$ cat src/common/ebp_pkg.sv
/*
  shared constants and types of the external bus port control block.
  assumes one 100 MHz clock and an Avalon-MM register bus with byte addresses.
*/
package ebp_pkg;
  // ****************************************
  // register map (byte offsets)
  // ****************************************
  localparam logic [4:0] EBP_OFS_CTRL   = 5'h00;
  localparam logic [4:0] EBP_OFS_ADDR   = 5'h04;
  localparam logic [4:0] EBP_OFS_WDATA  = 5'h08;
  localparam logic [4:0] EBP_OFS_CMD    = 5'h0c;
  localparam logic [4:0] EBP_OFS_STATUS = 5'h10;
  localparam logic [4:0] EBP_OFS_RDATA  = 5'h14;
  localparam logic [4:0] EBP_OFS_IRQ    = 5'h18;

  // ****************************************
  // field positions and reset values
  // ****************************************
  localparam int EBP_CTRL_ARB_BIT   = 7;
  localparam int EBP_CTRL_MODE_LSB  = 0;
  localparam int EBP_CMD_DIR_BIT    = 0;
  localparam int EBP_CMD_SPACE_LSB  = 1;
  localparam int EBP_IRQ_EDGE_A_BIT = 0;
  localparam int EBP_IRQ_EDGE_B_BIT = 1;
  localparam int EBP_IRQ_CLR_A_BIT  = 4;
  localparam int EBP_IRQ_CLR_B_BIT  = 5;
  localparam int EBP_ST_BUSY_BIT    = 0;
  localparam int EBP_ST_GRANT_BIT   = 1;
  localparam int EBP_ST_MODEV_BIT   = 2;
  localparam int EBP_ST_EXT_INT_REQ_A_N_BIT    = 3;
  localparam int EBP_ST_EXT_INT_REQ_B_N_BIT    = 4;
  localparam logic [7:0]  EBP_CTRL_RST  = 8'h00;
  localparam logic [15:0] EBP_ADDR_RST  = 16'h0000;
  localparam logic [23:0] EBP_DATA_RST  = 24'h000000;
  localparam logic [1:0]  EBP_IRQC_RST  = 2'h0;
  // cycles of the pin synchroniser before the mode pins may be latched
  localparam logic [1:0]  EBP_SYNC_LEN  = 2'h2;

  // ****************************************
  // types
  // ****************************************
  typedef enum logic [1:0]
  {
    EBP_SP_PROG = 2'h0,
    EBP_SP_X    = 2'h1,
    EBP_SP_Y    = 2'h2
  } ebp_space_t;

  typedef enum logic [1:0]
  {
    EBP_IDLE   = 2'h0,
    EBP_SETUP  = 2'h1,
    EBP_STROBE = 2'h3,
    EBP_DONE   = 2'h2
  } ebp_state_t;
endpackage

$ cat src/common/ebp_sync_if.sv
/*
  carrier between the port controller and its pin input stage.
  assumes both ends share ref_clk.
*/
`timescale 1ns/100ps
interface ebp_sync_if;
  logic       req_n_s;
  logic       mode_vld;
  logic [1:0] mode_val;
  logic [1:0] edge_sel;
  logic [1:0] irq_clr;
  logic [1:0] irq_act;

  modport stage
  (
    output req_n_s,
    output mode_vld,
    output mode_val,
    output irq_act,
    input  edge_sel,
    input  irq_clr
  );
  modport ctrl
  (
    input  req_n_s,
    input  mode_vld,
    input  mode_val,
    input  irq_act,
    output edge_sel,
    output irq_clr
  );
endinterface

$ cat src/design/ebp_port_ctrl.sv
/*
  external expansion port control: read/write strobes, space selects, bus
  release and grant to an alternate master, or wait input and bus strobe.
  assumes an Avalon-MM master on ref_clk and asynchronous port pins.
*/
`timescale 1ns/100ps
module ebp_port_ctrl
  import ebp_pkg::*;
(
  input  wire logic        ref_clk,
  input  wire logic        rst_n,
  input  wire logic [4:0]  avs_address,
  input  wire logic        avs_read,
  input  wire logic        avs_write,
  input  wire logic [31:0] avs_writedata,
  output logic [31:0]      avs_readdata,
  output logic             avs_waitrequest,
  input  wire logic        bus_request_n,
  input  wire logic        mode_select_a,
  input  wire logic        mode_select_b,
  output logic [15:0]      addr_o,
  output logic             addr_oe,
  output logic [23:0]      data_o,
  output logic             data_oe,
  input  wire logic [23:0] data_i,
  output logic             rd_n,
  output logic             wr_n,
  output logic             program_space_sel_n,
  output logic             data_space_sel_n,
  output logic             xy_sel,
  output logic             ctl_oe,
  output logic             bus_grant_n,
  output logic             bus_grant_oe,
  output logic             ext_int_req_a_n,
  output logic             ext_int_req_b_n
);
  // ****************************************
  // pin input stage
  // ****************************************
  ebp_sync_if sif ();

  ebp_pin_stage u_stage
  (
    .ref_clk       (ref_clk),
    .rst_n         (rst_n),
    .bus_request_n (bus_request_n),
    .mode_select_a (mode_select_a),
    .mode_select_b (mode_select_b),
    .sif           (sif)
  );

  // ****************************************
  // state
  // ****************************************
  logic [7:0]  operating_mode_reg_q, operating_mode_reg_d;
  logic [15:0] acc_addr_q, acc_addr_d;
  logic [23:0] wdata_q, wdata_d;
  logic [23:0] rdata_q, rdata_d;
  logic [1:0]  irq_cfg_q, irq_cfg_d;
  logic        dir_q, dir_d;
  ebp_space_t  space_q, space_d;
  ebp_state_t  st_q, st_d;
  logic        rel_q, rel_d;
  logic        grant_q, grant_d;
  logic        ack_q, ack_d;
  logic [31:0] rd_q, rd_d;
  logic [15:0] addr_q, addr_d;
  logic [23:0] dout_q, dout_d;
  logic        doe_q, doe_d;
  logic        rd_q_n, rd_d_n;
  logic        wr_q_n, wr_d_n;
  logic        psel_q_n, psel_d_n;
  logic        dsel_q_n, dsel_d_n;
  logic        xy_q, xy_d;
  logic        own_q, own_d;
  logic        gpin_q_n, gpin_d_n;
  logic        live_q, live_d;
  logic        ext_int_req_a_n_q_n, ext_int_req_b_n_q_n;

  logic        arb_set;
  logic        req;
  logic        is_cmd;
  logic        stall;
  logic        active;
  logic [31:0] rd_mux;

  // ****************************************
  // bus slave decode
  // ****************************************
  always_comb
  begin
    arb_set = operating_mode_reg_q[EBP_CTRL_ARB_BIT];
    req     = avs_read | avs_write;
    is_cmd  = avs_write && avs_address == EBP_OFS_CMD;
    // a new access waits while one runs or the port is lent out
    stall   = is_cmd && (st_q != EBP_IDLE || rel_q || grant_q);
    ack_d   = req && !ack_q && !stall;
    avs_waitrequest = req && !ack_q;
    unique case (avs_address)
      EBP_OFS_CTRL:   rd_mux = {24'h000000, operating_mode_reg_q};
      EBP_OFS_ADDR:   rd_mux = {16'h0000, acc_addr_q};
      EBP_OFS_WDATA:  rd_mux = {8'h00, wdata_q};
      EBP_OFS_CMD:    rd_mux = {29'h00000000, space_q, dir_q};
      EBP_OFS_STATUS:
      begin
        rd_mux = 32'h00000000;
        rd_mux[EBP_ST_BUSY_BIT]  = st_q != EBP_IDLE;
        rd_mux[EBP_ST_GRANT_BIT] = grant_q;
        rd_mux[EBP_ST_MODEV_BIT] = live_q;
        rd_mux[EBP_ST_EXT_INT_REQ_A_N_BIT]  = sif.irq_act[0];
        rd_mux[EBP_ST_EXT_INT_REQ_B_N_BIT]  = sif.irq_act[1];
      end
      EBP_OFS_RDATA:  rd_mux = {8'h00, rdata_q};
      EBP_OFS_IRQ:    rd_mux = {30'h00000000, irq_cfg_q};
      default:        rd_mux = 32'h00000000;
    endcase
    rd_d = (avs_read && ack_d) ? rd_mux : rd_q;
  end

  // ****************************************
  // register writes
  // ****************************************
  logic wr_ok;

  always_comb
  begin
    wr_ok = avs_write && ack_d;
    operating_mode_reg_d = operating_mode_reg_q;
    acc_addr_d  = acc_addr_q;
    wdata_d     = wdata_q;
    irq_cfg_d   = irq_cfg_q;
    dir_d       = dir_q;
    space_d     = space_q;
    sif.irq_clr = 2'h0;
    sif.edge_sel = irq_cfg_q;
    live_d      = live_q | sif.mode_vld;
    if (sif.mode_vld)
    begin
      operating_mode_reg_d[EBP_CTRL_MODE_LSB +: 2] = sif.mode_val;
    end
    else if (wr_ok && avs_address == EBP_OFS_CTRL)
    begin
      operating_mode_reg_d = avs_writedata[7:0];
    end
    if (wr_ok && avs_address == EBP_OFS_ADDR)
    begin
      acc_addr_d = avs_writedata[15:0];
    end
    if (wr_ok && avs_address == EBP_OFS_WDATA)
    begin
      wdata_d = avs_writedata[23:0];
    end
    if (wr_ok && avs_address == EBP_OFS_IRQ)
    begin
      irq_cfg_d = {avs_writedata[EBP_IRQ_EDGE_B_BIT], avs_writedata[EBP_IRQ_EDGE_A_BIT]};
      sif.irq_clr = {avs_writedata[EBP_IRQ_CLR_B_BIT], avs_writedata[EBP_IRQ_CLR_A_BIT]};
    end
    if (wr_ok && is_cmd)
    begin
      dir_d   = avs_writedata[EBP_CMD_DIR_BIT];
      space_d = ebp_space_t'(avs_writedata[EBP_CMD_SPACE_LSB +: 2]);
    end
  end

  // ****************************************
  // access sequencer and arbitration
  // ****************************************
  always_comb
  begin
    st_d    = st_q;
    rel_d   = rel_q;
    grant_d = grant_q;
    rdata_d = rdata_q;
    unique case (st_q)
      EBP_IDLE:
      begin
        if (wr_ok && is_cmd)
        begin
          st_d = EBP_SETUP;
        end
      end
      EBP_SETUP:
      begin
        st_d = EBP_STROBE;
      end
      EBP_STROBE:
      begin
        // external party holds the access open with the wait input
        if (!(arb_set && !sif.req_n_s))
        begin
          st_d = EBP_DONE;
          if (!dir_q)
          begin
            rdata_d = data_i;
          end
        end
      end
      EBP_DONE:
      begin
        st_d = EBP_IDLE;
      end
    endcase
    // release only between accesses, grant one cycle after the float
    if (!arb_set && !sif.req_n_s && st_q == EBP_IDLE && !(wr_ok && is_cmd))
    begin
      rel_d   = 1'b1;
      grant_d = rel_q;
    end
    else
    begin
      rel_d   = 1'b0;
      grant_d = 1'b0;
    end
  end

  // ****************************************
  // pin drivers
  // ****************************************
  always_comb
  begin
    active   = st_d == EBP_SETUP || st_d == EBP_STROBE;
    own_d    = live_q && !rel_d;
    // address only moves when an access begins
    addr_d   = (st_q == EBP_IDLE && st_d == EBP_SETUP) ? acc_addr_q : addr_q;
    dout_d   = (st_d == EBP_SETUP) ? wdata_q : dout_q;
    doe_d    = own_d && !grant_d && active
               && dir_q_eff(st_q, dir_q, dir_d);
    rd_d_n   = !(st_d == EBP_STROBE && !dir_q);
    wr_d_n   = !(st_d == EBP_STROBE && dir_q);
    psel_d_n = !(active && space_d == EBP_SP_PROG);
    dsel_d_n = !(active && space_d != EBP_SP_PROG);
    xy_d     = active ? space_d == EBP_SP_X : xy_q;
    if (arb_set)
    begin
      gpin_d_n = !active;
    end
    else
    begin
      gpin_d_n = !grant_d;
    end
  end

  function automatic logic dir_q_eff(ebp_state_t s, logic dq, logic dd);
    dir_q_eff = (s == EBP_IDLE) ? dd : dq;
  endfunction

  // ****************************************
  // registers
  // ****************************************
  always_ff @(posedge ref_clk or negedge rst_n)
  begin
    if (!rst_n)
    begin
      operating_mode_reg_q <= EBP_CTRL_RST;
      acc_addr_q <= EBP_ADDR_RST;
      wdata_q    <= EBP_DATA_RST;
      rdata_q    <= EBP_DATA_RST;
      irq_cfg_q  <= EBP_IRQC_RST;
      dir_q      <= 1'b0;
      space_q    <= EBP_SP_PROG;
      st_q       <= EBP_IDLE;
      rel_q      <= 1'b0;
      grant_q    <= 1'b0;
      ack_q      <= 1'b0;
      rd_q       <= 32'h00000000;
      addr_q     <= EBP_ADDR_RST;
      dout_q     <= EBP_DATA_RST;
      doe_q      <= 1'b0;
      rd_q_n     <= 1'b1;
      wr_q_n     <= 1'b1;
      psel_q_n   <= 1'b1;
      dsel_q_n   <= 1'b1;
      xy_q       <= 1'b0;
      own_q      <= 1'b0;
      gpin_q_n   <= 1'b1;
      live_q     <= 1'b0;
      ext_int_req_a_n_q_n   <= 1'b1;
      ext_int_req_b_n_q_n   <= 1'b1;
    end
    else
    begin
      operating_mode_reg_q <= operating_mode_reg_d;
      acc_addr_q <= acc_addr_d;
      wdata_q    <= wdata_d;
      rdata_q    <= rdata_d;
      irq_cfg_q  <= irq_cfg_d;
      dir_q      <= dir_d;
      space_q    <= space_d;
      st_q       <= st_d;
      rel_q      <= rel_d;
      grant_q    <= grant_d;
      ack_q      <= ack_d;
      rd_q       <= rd_d;
      addr_q     <= addr_d;
      dout_q     <= dout_d;
      doe_q      <= doe_d;
      rd_q_n     <= rd_d_n;
      wr_q_n     <= wr_d_n;
      psel_q_n   <= psel_d_n;
      dsel_q_n   <= dsel_d_n;
      xy_q       <= xy_d;
      own_q      <= own_d;
      gpin_q_n   <= gpin_d_n;
      live_q     <= live_d;
      ext_int_req_a_n_q_n   <= !sif.irq_act[0];
      ext_int_req_b_n_q_n   <= !sif.irq_act[1];
    end
  end

  // ****************************************
  // outputs
  // ****************************************
  // the port stays floating in reset and until the mode is latched
  assign avs_readdata        = rd_q;
  assign addr_o              = addr_q;
  assign addr_oe             = own_q;
  assign data_o              = dout_q;
  assign data_oe             = doe_q;
  assign rd_n                = rd_q_n;
  assign wr_n                = wr_q_n;
  assign program_space_sel_n = psel_q_n;
  assign data_space_sel_n    = dsel_q_n;
  assign xy_sel              = xy_q;
  assign ctl_oe              = own_q;
  assign bus_grant_n         = gpin_q_n;
  assign bus_grant_oe        = live_q;
  assign ext_int_req_a_n     = ext_int_req_a_n_q_n;
  assign ext_int_req_b_n     = ext_int_req_b_n_q_n;
endmodule

$ cat src/design/ebp_pin_stage.sv
/*
  pin input stage: synchronises request and mode/interrupt pins, latches the
  mode after reset release and detects level or falling-edge requests.
  assumes pins are asynchronous to ref_clk.
*/
`timescale 1ns/100ps
module ebp_pin_stage
  import ebp_pkg::*;
(
  input  wire logic  ref_clk,
  input  wire logic  rst_n,
  input  wire logic  bus_request_n,
  input  wire logic  mode_select_a,
  input  wire logic  mode_select_b,
  ebp_sync_if.stage  sif
);
  // ****************************************
  // synchronisers
  // ****************************************
  logic [2:0] s1_q, s2_q, s1_d, s2_d;
  logic [1:0] prev_q, prev_d;
  logic [1:0] stick_q, stick_d;
  logic [1:0] cnt_q, cnt_d;
  logic       vld_q, vld_d;
  logic [1:0] pin_n;

  always_comb
  begin
    s1_d = {bus_request_n, mode_select_b, mode_select_a};
    s2_d = s1_q;
    pin_n = s2_q[1:0];
    prev_d = pin_n;
    // wait until the synchroniser holds post-release samples
    cnt_d = (cnt_q == EBP_SYNC_LEN) ? cnt_q : cnt_q + 2'h1;
    vld_d = (cnt_q == EBP_SYNC_LEN) && !vld_q;
  end

  // ****************************************
  // per-pin request detection
  // ****************************************
  genvar g;
  generate
    for (g = 0; g < 2; g++)
    begin : g_irq
      always_comb
      begin
        // a falling edge in the clear cycle still sets the flag; a low strap is no edge
        stick_d[g] = (vld_q & prev_q[g] & ~pin_n[g]) | (stick_q[g] & ~sif.irq_clr[g]);
        sif.irq_act[g] = (vld_q | cnt_q == EBP_SYNC_LEN) &
                         (sif.edge_sel[g] ? stick_q[g] : ~pin_n[g]);
      end
    end
  endgenerate

  always_ff @(posedge ref_clk or negedge rst_n)
  begin
    if (!rst_n)
    begin
      s1_q    <= 3'h7;
      s2_q    <= 3'h7;
      prev_q  <= 2'h3;
      stick_q <= 2'h0;
      cnt_q   <= 2'h0;
      vld_q   <= 1'b0;
    end
    else
    begin
      s1_q    <= s1_d;
      s2_q    <= s2_d;
      prev_q  <= prev_d;
      stick_q <= stick_d;
      cnt_q   <= cnt_d;
      vld_q   <= vld_d | vld_q;
    end
  end

  assign sif.req_n_s  = s2_q[2];
  assign sif.mode_vld = vld_d;
  assign sif.mode_val = pin_n;
endmodule

$ cat config.mk
export PLATFORM = sky130hd
export DESIGN_NAME = ebp_port_ctrl
export DESIGN_NICKNAME = d
export VERILOG_FILES = /design/src/common/ebp_pkg.sv /design/src/common/ebp_sync_if.sv /design/src/design/ebp_port_ctrl.sv /design/src/design/ebp_pin_stage.sv
export SDC_FILE = /design/constraint.sdc
export NUM_CORES = 1
export LEC_CHECK = 0
export ABC_AREA = 1
export BUFFER_PORTS_ARGS = -buffer_cell sky130_fd_sc_hd__buf_2
export CAP_MARGIN = 5
export CORE_UTILIZATION = 30
export DETAILED_ROUTE_END_ITERATION = 10
export PLACE_DENSITY = 0.58
export SLEW_MARGIN = 25
export SYNTH_ARGS = -nofsm -noshare
export SYNTH_HDL_FRONTEND = slang
export SYNTH_SLANG_ARGS = --single-unit
$ cat constraint.sdc
create_clock -name ref_clk -period 1.64 [get_ports ref_clk]
set_input_delay 0.082 -clock ref_clk [delete_from_list [all_inputs] [get_ports ref_clk]]
set_output_delay 0.082 -clock ref_clk [all_outputs]
set_load 0.02 [all_outputs]
==> implementation parameters, run 1 <==
Parameter                              Value

Run status
  Run status    completed

Synthesis
  Synthesized instance count    ~750
  Avg Cell Area, Syn    9.52 um^2
  Number of synthesized flops with an enable pin    0
  Async set-or-reset flop fraction in the synthesized netlist    between 90% and 100%
  Synth unique cells    33
  Commonest register cell after synthesis    sky130_fd_sc_hd__dfrtp_1
  Flip-flop and latch count after synthesis    170
  Share of the yosys chip area belonging to registers    between 50% and 60%
  Combined area of all synthesized cells    between 0.007 and 0.008 mm^2
  YS warnings    0

Floorplanning
  Die height    156 um
  Die footprint    ~0.024 mm^2
  Core ar.    0.0234 mm^2
  Initial standard-cell utilization of the core    30.5%
  Die X    roughly 160 um
  Number of I/O pins    153
  Total number of placement rows    56

Finish
  Area of all placed cells without fillers    roughly 0.0097 mm^2
  Nets    1027
  Most common cell after layout, fill and taps aside    sky130_fd_sc_hd__nand2_1
  Number of diodes    0
  Commonest cells after routing, fill and taps aside    sky130_fd_sc_hd__nand2_1, sky130_fd_sc_hd__dfrtp_1, sky130_fd_sc_hd__buf_2
  Layout Area Growth over Synthesis    35.5%
  Share of post-route cells with drive strength above 1    roughly 29%

Timing
  F_max    around 630 MHz
  Final Max Tran Viols    0
  Count of final setup violators    0
  Post-layout min period    between 1500 and 2000 ps
  Final Skew    between 15 and 20 ps
  Number of failing hold endpoints at the final stage    0
  Aggregate negative setup slack    0 ps
  Final Cycle Share    between 90% and 100%
  Unrepaired setup endpoints after global routing    yes
  Hold slack    ~69 ps
  Worst path setup slack after routing    just under 50 ps

Placement
  Area of placed instances    slightly above 0.008 mm^2
  Worst-case setup slack after placement    approximately 6.8 ps
  Routability cong.    0.834
  Post-DP HPWL    around 13000 um
  Port Buffer Count    about 140

Power and ir drop
  Static power due to leakage    between 4 and 5 nW
  Power per standard cell area    ~1300 mW/mm^2
  Largest vdd supply drop    roughly 0.69 mV

Job
  Max cap viols    0

Route
  Drt pass-1 iters    5
  # DRC    0
  ANT nets after route    0
  First-iteration detailed-routing DRC count    roughly 300
  Routed wire length    a little under 20000 um
  Vias after detailed routing    roughly 5.6k
  Wire per inst    about 15 um
  Via count normalized by instance count    between 4 and 5

Setup path
  Arrival time of data at the critical path endpoint    just under 2000 ps
  Startpoint of the worst setup timing path    st_q[0]
  Critical path data required time    about 2000 ps
  Start-to-end type of the worst setup path    flop to flop
  Worst Setup End Kind    flop
  CP startpoint kind    flop
  Reg2Reg Launch Point    st_q[0]
  Largest fanout of any net on the critical path    14
  Maximum single-stage delay on the critical path    roughly 440 ps
  Slowest cell on crit path    sky130_fd_sc_hd__dfrtp_2
  Worst path cell trace    nor2_4 -> nand3_4 -> nand3_4 -> nand3_2 -> nor2_4 -> buf_4 -> clkbuf_16 -> nand2_1 -> o21ai_2

CTS
  Worst-skew pair later-pin latency    approximately 430 ps
  Root Buffer Master    sky130_fd_sc_hd__clkbuf_16
  H-tree depth    4
  Total number of clock tree sinks    170
  Largest buffer count on any clock path    2
  Inserted Clock Buffers    17
  TritonCTS clock tree    yes
  Clock edge transition at the registers on the reported setup and hold paths    approximately 70 ps

Global routing
  Number of antenna violations at the first check in global routing    0
  Total overflow reported by the global router    0
  GRT Total Usage    15.9%
  Global-route wire length before repair    between 20000 and 30000 um
  Number of global-route vias before repair    about 5.3k
  Pin count of the biggest net entering global routing    81

Hold path
  Classification of the worst-slack hold path    input pin to flop
  Start point of the worst min-delay path    avs_read
sequential cells by signal, indices dropped and copies added, names as in the netlist, 3 cells and up:
register              count
rdata_q                  24
u_stage.s1_q              3
avs_readdata             24
u_stage.s2_q              3
acc_addr_q               16
wdata_q                  24
operating_mode_reg_q      8
data_o                   24
addr_o                   16
final cells by class:
| type | instances | area, um^2 |
|---|---|---|
| well taps | 319 | 399 |
| flip-flops and latches | 170 | 4280 |
| fillers | 2302 | 13700 |
| repair buffers | 222 | 1680 |
| clock inverters | 14 | 194 |
| inverters | 71 | 267 |
| clock buffers | 18 | 429 |
| multi-input cells | 476 | 2420 |
cell usage after synthesis, types with 2 or more instances:
cell type                  count  area share [%]
sky130_fd_sc_hd__nand2_2       2            0.18
sky130_fd_sc_hd__nand4_1       9            0.79
sky130_fd_sc_hd__dfstp_2      15             5.5
sky130_fd_sc_hd__nor2_1       15            0.79
sky130_fd_sc_hd__a21oi_1      13            0.91
sky130_fd_sc_hd__o21ai_2       4            0.49
sky130_fd_sc_hd__buf_4        12             1.3
sky130_fd_sc_hd__o21ai_0      84             5.9
sky130_fd_sc_hd__inv_1        67             3.5
sky130_fd_sc_hd__buf_2        19             1.3
sky130_fd_sc_hd__o211ai_1      2            0.21
sky130_fd_sc_hd__dfrtp_1     155              54
sky130_fd_sc_hd__clkbuf_1      3            0.16
sky130_fd_sc_hd__buf_6         4            0.63
sky130_fd_sc_hd__nand3_1       7            0.49
sky130_fd_sc_hd__and3_1        3            0.26
sky130_fd_sc_hd__o21ai_1      33             2.3
sky130_fd_sc_hd__mux2_2       24             3.8
sky130_fd_sc_hd__inv_2         4            0.21
sky130_fd_sc_hd__nor2_2        5            0.44
sky130_fd_sc_hd__nor2_4        8             1.3
sky130_fd_sc_hd__nand2_1     248              13
sky130_fd_sc_hd__nand3_2       3            0.42
per-stage QoR:
step / power, mW / util, % / instances
2_1_floorplan: 7.10 / - / 756
5_1_grt: 13.1 / 41.3 / 1290
3_5_place_dp: 8.04 / 35.4 / 1195
4_1_cts: 12.5 / 40.3 / 1279
3_3_place_gp: 7.97 / 35.4 / 1195
6_report: 12.4 / 41.3 / 1290
kinds of logic after synthesis:
family | Yosys count | synth area share [%]
AOI/OAI and AO/OA | 138 | 10.2
xor gates and xnor gates | 1 | 0.123
adders and majority gates | 1 | 0.175
buffers and inverters | 110 | 7.20
DFF | 170 | 59.9
muxes | 24 | 3.79
other | 1 | 0.0526
and+or+nand+nor | 304 | 18.5
path summary, 6_finish.rpt:
kind,to,slack [ps],cells past startpoint
setup / recovery,wdata_q[2],50,9
min in group asynchronous,addr_oe,160,2
hold reg to reg,u_stage.s2_q[2],360,0
max in group asynchronous,addr_o[5],810,3
hold / removal,avs_readdata[0],70,4
setup reg to reg,wdata_q[2],50,9
what timing repair did:
| item | CTS | global route |
|---|---|---|
| gates resized for setup | 0 | 13 |
| buffers inserted | 0 | 7 |
| pin swaps | 1 | 6 |
| hold buffers | 52 | 0 |
| gates cloned | 0 | 4 |
| endpoints found under the hold margin | 180 | 0 |
| endpoints found under the setup margin | 1 | 63 |
layer usage:
layer,part of all wire (%),global-route usage [%],up-vias
li1,-,-,2798
met1,47,21.4,2692
met2,46,24.2,134
met3,5.3,4.92,13
met4,1.1,5.00,0
met5,0,0,-
power by group:
part | internal (mW) | switching [mW] | total [mW] | leakage [nW]
Clock | 2.57 | 1.71 | 4.28 | 0.307
Sequential | 5.12 | 0.455 | 5.57 | 2.04
Combinational | 1.00 | 1.55 | 2.56 | 2.45
Total | 8.69 | 3.72 | 12.4 | 4.80
critical path: cells and delay by family, from the launching register on:
| kind | cells | cell delay [ps] |
|---|---|---|
| flops | 1 | 440 |
| simple gates | 6 | 690 |
| buf+inv | 2 | 340 |
| compound gates | 1 | 50 |
Note: power is estimated with default switching activity, not from simulation.
==> inputs of run 2 (changes only) <==
--- a/config.mk
+++ b/config.mk
@@ -8,9 +8,9 @@
 export ABC_AREA = 1
 export BUFFER_PORTS_ARGS = -buffer_cell sky130_fd_sc_hd__buf_2
 export CAP_MARGIN = 5
-export CORE_UTILIZATION = 30
+export CORE_UTILIZATION = 50
 export DETAILED_ROUTE_END_ITERATION = 10
-export PLACE_DENSITY = 0.58
+export PLACE_DENSITY = 0.83
 export SLEW_MARGIN = 25
 export SYNTH_ARGS = -nofsm -noshare
 export SYNTH_HDL_FRONTEND = slang
==> implementation parameters, run 2 (synthesis gave the netlist of run 1 again) <==
Parameter                              Value

Setup path
  Largest fanout of any net on the critical path    7
  Setup slack of the worst register-to-register path    -120 ps
  Startpoint of the worst setup timing path    st_q[0]
  CP startpoint kind    flop
  Reg2Reg Launch Point    st_q[0]
  Most repeated library cell on the critical path    sky130_fd_sc_hd__nand3_4
  Capture point of the worst reg-to-reg path    wdata_q[10]
  Maximum single-stage delay on the critical path    roughly 440 ps
  Slowest cell on crit path    sky130_fd_sc_hd__dfrtp_2
  Worst r2r path cells    9
  Worst Setup End Kind    flop
  Worst path cell trace    nor2_4 -> nand3_4 -> nand3_4 -> nand3_4 -> nor2_4 -> buf_12 -> buf_12 -> nand2_1 -> o21ai_1
  Critical path data required time    about 2000 ps
  Start-to-end type of the worst setup path    flop to flop
  Arrival time of data at the critical path endpoint    about 2100 ps

Finish
  Number of diodes    0
  Most common cell after layout, fill and taps aside    sky130_fd_sc_hd__nand2_1
  Area of all placed cells without fillers    roughly 0.0095 mm^2
  Commonest cells after routing, fill and taps aside    sky130_fd_sc_hd__nand2_1, sky130_fd_sc_hd__dfrtp_1, sky130_fd_sc_hd__buf_2
  Fill cell instance count of the final layout    a little under 1k
  Area used by multi-input combinational logic    roughly 0.0024 mm^2
  Register Area    between 0.004 and 0.005 mm^2
  Nets    around 1.0k
  Share of post-route cells with drive strength above 1    approximately 28%
  Layout Area Growth over Synthesis    33.1%

Global routing
  GRT Total Usage    25.9%
  Number of global-route vias before repair    5760
  Met3 track demand over resource    under 10%
  Pin count of the biggest net entering global routing    slightly above 80
  Number of antenna violations at the first check in global routing    0
  Total overflow reported by the global router    0
  GRT met1 Usage    approximately 34%
  Highest-utilization routing layer at the global route stage    met2
  GRT met2 Usage    roughly two fifths
  Global-route wire length before repair    28500 um

Power and ir drop
  Static power due to leakage    4.79 nW
  Largest vdd supply drop    roughly 0.80 mV
  Power per standard cell area    between 1000 and 1500 mW/mm^2

CTS
  Worst-skew pair later-pin latency    between 400 and 500 ps
  Clock edge transition at the registers on the reported setup and hold paths    roughly 70 ps
  Largest buffer count on any clock path    2
  Root Buffer Master    sky130_fd_sc_hd__clkbuf_16
  TritonCTS clock tree    yes
  Inserted Clock Buffers    17
  H-tree depth    4
  Total number of clock tree sinks    170

Timing
  Count of final setup violators    1
  Final Cycle Share    107%
  Post-layout min period    about 1800 ps
  Number of failing hold endpoints at the final stage    0
  Unrepaired setup endpoints after global routing    yes
  Final Max Tran Viols    0
  F_max    567 MHz
  Final Skew    between 9 and 10 ps
  Worst path setup slack after routing    -122 ps

Route
  Vias after detailed routing    6153
  Via count normalized by instance count    ~5.4
  # DRC    0
  Routed wire length    roughly 20000 um
  Wire per inst    ~18 um
  Drt pass-1 iters    5
  First-iteration detailed-routing DRC count    between 500 and 600
  ANT nets after route    0

Job
  Max cap viols    0

Floorplanning
  Die height    approximately 120 um
  Number of I/O pins    153
  Die X    between 100 and 150 um
  Die footprint    ~0.015 mm^2
  Initial standard-cell utilization of the core    around 50%
  Core ar.    ~0.014 mm^2
  Total number of placement rows    between 40 and 50

Run status
  Violated checks    negative setup slack
  Run status    finished with violations

Placement
  Post-DP HPWL    about 12000 um
  Routability cong.    about 0.87
  Worst-case setup slack after placement    43.4 ps
  Area of placed instances    0.00807 mm^2
  Port Buffer Count    approximately 140

Hold path
  Classification of the worst-slack hold path    input pin to async pin
## run 2: cell types whose count changed in the layout (fill, tap and decap cells not counted), moves of 2 or more
cell / previous run / this run
sky130_fd_sc_hd__clkinvlp_4: 1 / 3
sky130_fd_sc_hd__inv_6: 3 / 1
sky130_fd_sc_hd__buf_12: 10 / 8
sky130_fd_sc_hd__buf_6: 1 / 4
sky130_fd_sc_hd__nand2_2: 4 / 2
sky130_fd_sc_hd__nand2_1: 246 / 248
sky130_fd_sc_hd__buf_4: 19 / 15
## run 2: area by class of cell
class                      count  area share [%]
inverter                      71            2.81
tap                          180            2.37
sequential                   170            45.1
multi-input combinational    477            25.6
clock inverter                14            2.06
timing repair buffer         220            17.5
clock buffer                  18            4.63
## run 2: report_power, final
group | internal [mW] | leakage [nW] | switching, mW
registers | 5.12 | 2.04 | 0.492
clock network | 2.60 | 0.304 | 1.70
logic | 1.02 | 2.44 | 1.66
## run 2: worst max path at each step
| stage | to | slack, ps | cells past startpoint |
|---|---|---|---|
| 5_1_grt | wdata_q[10] | -200 | 9 |
| 6_report | wdata_q[10] | -120 | 9 |
| 2_1_floorplan | addr_o[0] | 190 | 8 |
| 3_5_place_dp | data_o[7] | 40 | 7 |
| 3_3_place_gp | data_o[10] | 90 | 7 |
| 4_1_cts | data_o[22] | 10 | 7 |
## run 2: stage by stage
| step | setup TNS [ps] | util [%] | hold WS (ps) | power (mW) | cells |
|---|---|---|---|---|---|
| finish | -122 | 68.3 | 149 | 12.6 | 1150 |
| CTS | 0 | 66.4 | 123 | 12.4 | 1138 |
| global route | -2080 | 68.3 | 167 | 13.1 | 1150 |
| floorplan | 0 | - | -214 | 7.10 | 756 |
| detailed placement | 0 | 58.1 | 37.3 | 7.99 | 1054 |
| global placement | 0 | 58.1 | 37.0 | 7.88 | 1054 |
## run 2: repair_timing
item,CTS,global route
hold buffers,52,0
endpoints found under the hold margin,245,0
gates resized for setup,0,16
setup endpoints to repair,0,76
setup buffers,0,4
## run 2: metal layers
metal / share of wire (%) / vias to the layer above
li1: - / 2787
met1: 40 / 2981
met2: 49 / 324
met3: 7.5 / 61
met4: 3.1 / 0
met5: 0 / -
## run 2: worst max-delay path: cells and delay by family, from the launching register on
| family | cells | cell delay (ps) |
|---|---|---|
| DFF | 1 | 440 |
| buffers and inverters | 2 | 260 |
| and+or+nand+nor | 6 | 730 |
| AOI/OAI and AO/OA | 1 | 200 |
==> inputs of run 3 (changes only) <==
--- a/config.mk
+++ b/config.mk
@@ -6,8 +6,10 @@
 export NUM_CORES = 1
 export LEC_CHECK = 0
 export ABC_AREA = 1
+export ABC_CLOCK_PERIOD_IN_PS = 1640
 export BUFFER_PORTS_ARGS = -buffer_cell sky130_fd_sc_hd__buf_2
 export CAP_MARGIN = 5
+export CORE_ASPECT_RATIO = 1.75
 export CORE_UTILIZATION = 50
 export DETAILED_ROUTE_END_ITERATION = 10
 export PLACE_DENSITY = 0.83
@@ -15,3 +17,4 @@
 export SYNTH_ARGS = -nofsm -noshare
 export SYNTH_HDL_FRONTEND = slang
 export SYNTH_SLANG_ARGS = --single-unit
+export TNS_END_PERCENT = 20
==> implementation parameters, run 3 (synthesis gave the netlist of run 1 again) <==
Parameter                              Value

Timing
  Worst path setup slack after routing    between 40 and 50 ps
  Post-layout min period    between 1500 and 2000 ps
  Final Cycle Share    just under 100%
  Final Skew    approximately 8.9 ps
  Number of failing hold endpoints at the final stage    0
  Count of final setup violators    0
  F_max    around 630 MHz
  Unrepaired setup endpoints after global routing    yes
  Final Max Tran Viols    0

Finish
  Commonest cells after routing, fill and taps aside    sky130_fd_sc_hd__nand2_1, sky130_fd_sc_hd__dfrtp_1, sky130_fd_sc_hd__buf_2
  Nets    between 1k and 1.5k
  Layout Area Growth over Synthesis    30.2%
  Final standard cell count with taps included and fillers excluded    1144
  Number of diodes    0
  Share of post-route cells with drive strength above 1    roughly 28%
  Most common cell after layout, fill and taps aside    sky130_fd_sc_hd__nand2_1
  Core Util, Final    between 60% and 70%
  Area of all placed cells without fillers    roughly 0.0093 mm^2
  Fill cell instance count of the final layout    about 1.1k

CTS
  Largest buffer count on any clock path    2
  Clock edge transition at the registers on the reported setup and hold paths    roughly 60 ps
  TritonCTS clock tree    yes
  Root Buffer Master    sky130_fd_sc_hd__clkbuf_16
  Total number of clock tree sinks    170
  Inserted Clock Buffers    17
  Worst-skew pair later-pin latency    between 400 and 500 ps
  H-tree depth    4

Hold path
  Worst-case hold path end point    avs_readdata[1]
  Start point of the worst min-delay path    avs_read
  Min-Delay Path Depth    4
  Classification of the worst-slack hold path    input pin to flop

Setup path
  Worst Setup End Kind    flop
  Start-to-end type of the worst setup path    flop to flop
  Setup slack of the worst register-to-register path    ~46 ps
  Arrival time of data at the critical path endpoint    ~2000 ps
  Worst path cell trace    nor2_4 -> nand3_2 -> nand3_2 -> nand4_2 -> nor2_4 -> nand2_1 -> nand2_1
  Slowest cell on crit path    sky130_fd_sc_hd__dfrtp_2
  Largest fanout of any net on the critical path    10
  CP startpoint kind    flop
  Reg2Reg Launch Point    st_q[1]
  Startpoint of the worst setup timing path    st_q[1]
  Worst r2r path cells    7
  Maximum single-stage delay on the critical path    roughly 450 ps
  Critical path data required time    ~2000 ps
  Capture point of the worst reg-to-reg path    operating_mode_reg_q[2]

Power and ir drop
  Power per standard cell area    approximately 1300 mW/mm^2
  Largest vdd supply drop    between 0.7 and 0.8 mV
  Static power due to leakage    4.73 nW
  Total Power Consumption    around 12 mW

Route
  Wire per inst    about 17 um
  Vias after detailed routing    between 6k and 7k
  Routed wire length    19100 um
  # DRC    0
  First-iteration detailed-routing DRC count    369
  ANT nets after route    0
  Drt pass-1 iters    6
  Via count normalized by instance count    5.28

Placement
  Cell total after placement    1051
  Post-DP HPWL    approximately 12000 um
  Worst-case setup slack after placement    about 50 ps
  Area of placed instances    0.00809 mm^2
  Routability cong.    between 0.8 and 0.9
  Port Buffer Count    ~140

Global routing
  Highest-utilization routing layer at the global route stage    met2
  Number of antenna violations at the first check in global routing    0
  GRT met2 Usage    between 40% and 50%
  Met3 track demand over resource    between 4 and 5%
  Number of global-route vias before repair    6203
  Global-route wire length before repair    30000 um
  Pin count of the biggest net entering global routing    just over 70
  Total overflow reported by the global router    0
  GRT met1 Usage    between 30% and 40%
  GRT Total Usage    26.6%

Floorplanning
  Core ar.    between 0.01 and 0.015 mm^2
  Number of I/O pins    approximately 150
  Die footprint    0.0148 mm^2
  Die height    about 160 um
  Die X    ~92 um
  Total number of placement rows    57
  Initial standard-cell utilization of the core    51.3%

Run status
  Run status    completed

Job
  Max cap viols    0
-- run 3: changes by cell type in the layout (fill, tap and decap cells not counted), moves of 3 or more --
cell,delta
sky130_fd_sc_hd__buf_4,+4
sky130_fd_sc_hd__inv_6,+4
sky130_fd_sc_hd__bufinv_16,-3
sky130_fd_sc_hd__nand3_2,+3
sky130_fd_sc_hd__nand3_4,-3
sky130_fd_sc_hd__clkbuf_16,-3
-- run 3: power breakdown --
group | internal (mW) | leakage, nW | switching [mW]
Sequential | 5.12 | 2.04 | 0.494
Combinational | 1.05 | 2.41 | 1.59
Clock | 2.23 | 0.281 | 1.70
Total | 8.40 | 4.73 | 3.79
-- run 3: layer usage --
metal / wire length [um] / up-vias / part of all wire, %
met5: 0 / - / 0
met2: 9640 / 269 / 51
li1: - / 2783 / -
met4: 1260 / 0 / 6.6
met1: 7220 / 2902 / 38
met3: 946 / 90 / 5.0
-- run 3: through the flow --
step / setup TNS [ps] / hold WS (ps)
after global routing: -262 / 74.2
after floorplan: 0 / -214
after global placement: 0 / 37.5
after CTS: 0 / 33.3
final: 0 / 36.9
after detailed placement: 0 / 45.2
-- run 3: area by class of cell --
type / instances / area [um^2] / area share (%)
clock buffer: 21 / 470 / 5.07
tap: 177 / 221 / 2.39
inverter: 71 / 267 / 2.87
clock inverter: 11 / 108 / 1.16
timing repair buffer: 218 / 1570 / 16.9
multi-input combinational: 476 / 2380 / 25.6
sequential: 170 / 4280 / 46.0
-- run 3: critical path, delay by kind of cell (launching register included) --
kind / cells / cell delay, ps
simple gates: 7 / 1080
flops: 1 / 450
-- run 3: repair_timing --
item                                    4_1_cts  5_1_grt
setup buffers                                 0        8
endpoints found under the hold margin       157        0
hold buffers                                 52        0
endpoints found under the setup margin        0       86
resized for setup                             0        7
-- run 3: worst max-delay path by stage --
stage | to | cells after the start | slack [ps]
global route | operating_mode_reg_q[5] | 7 | -40
floorplan | addr_o[0] | 8 | 190
global placement | operating_mode_reg_q[7] | 7 | 110
finish | operating_mode_reg_q[2] | 7 | 50
detailed placement | data_o[18] | 7 | 50
CTS | wdata_q[20] | 8 | 20
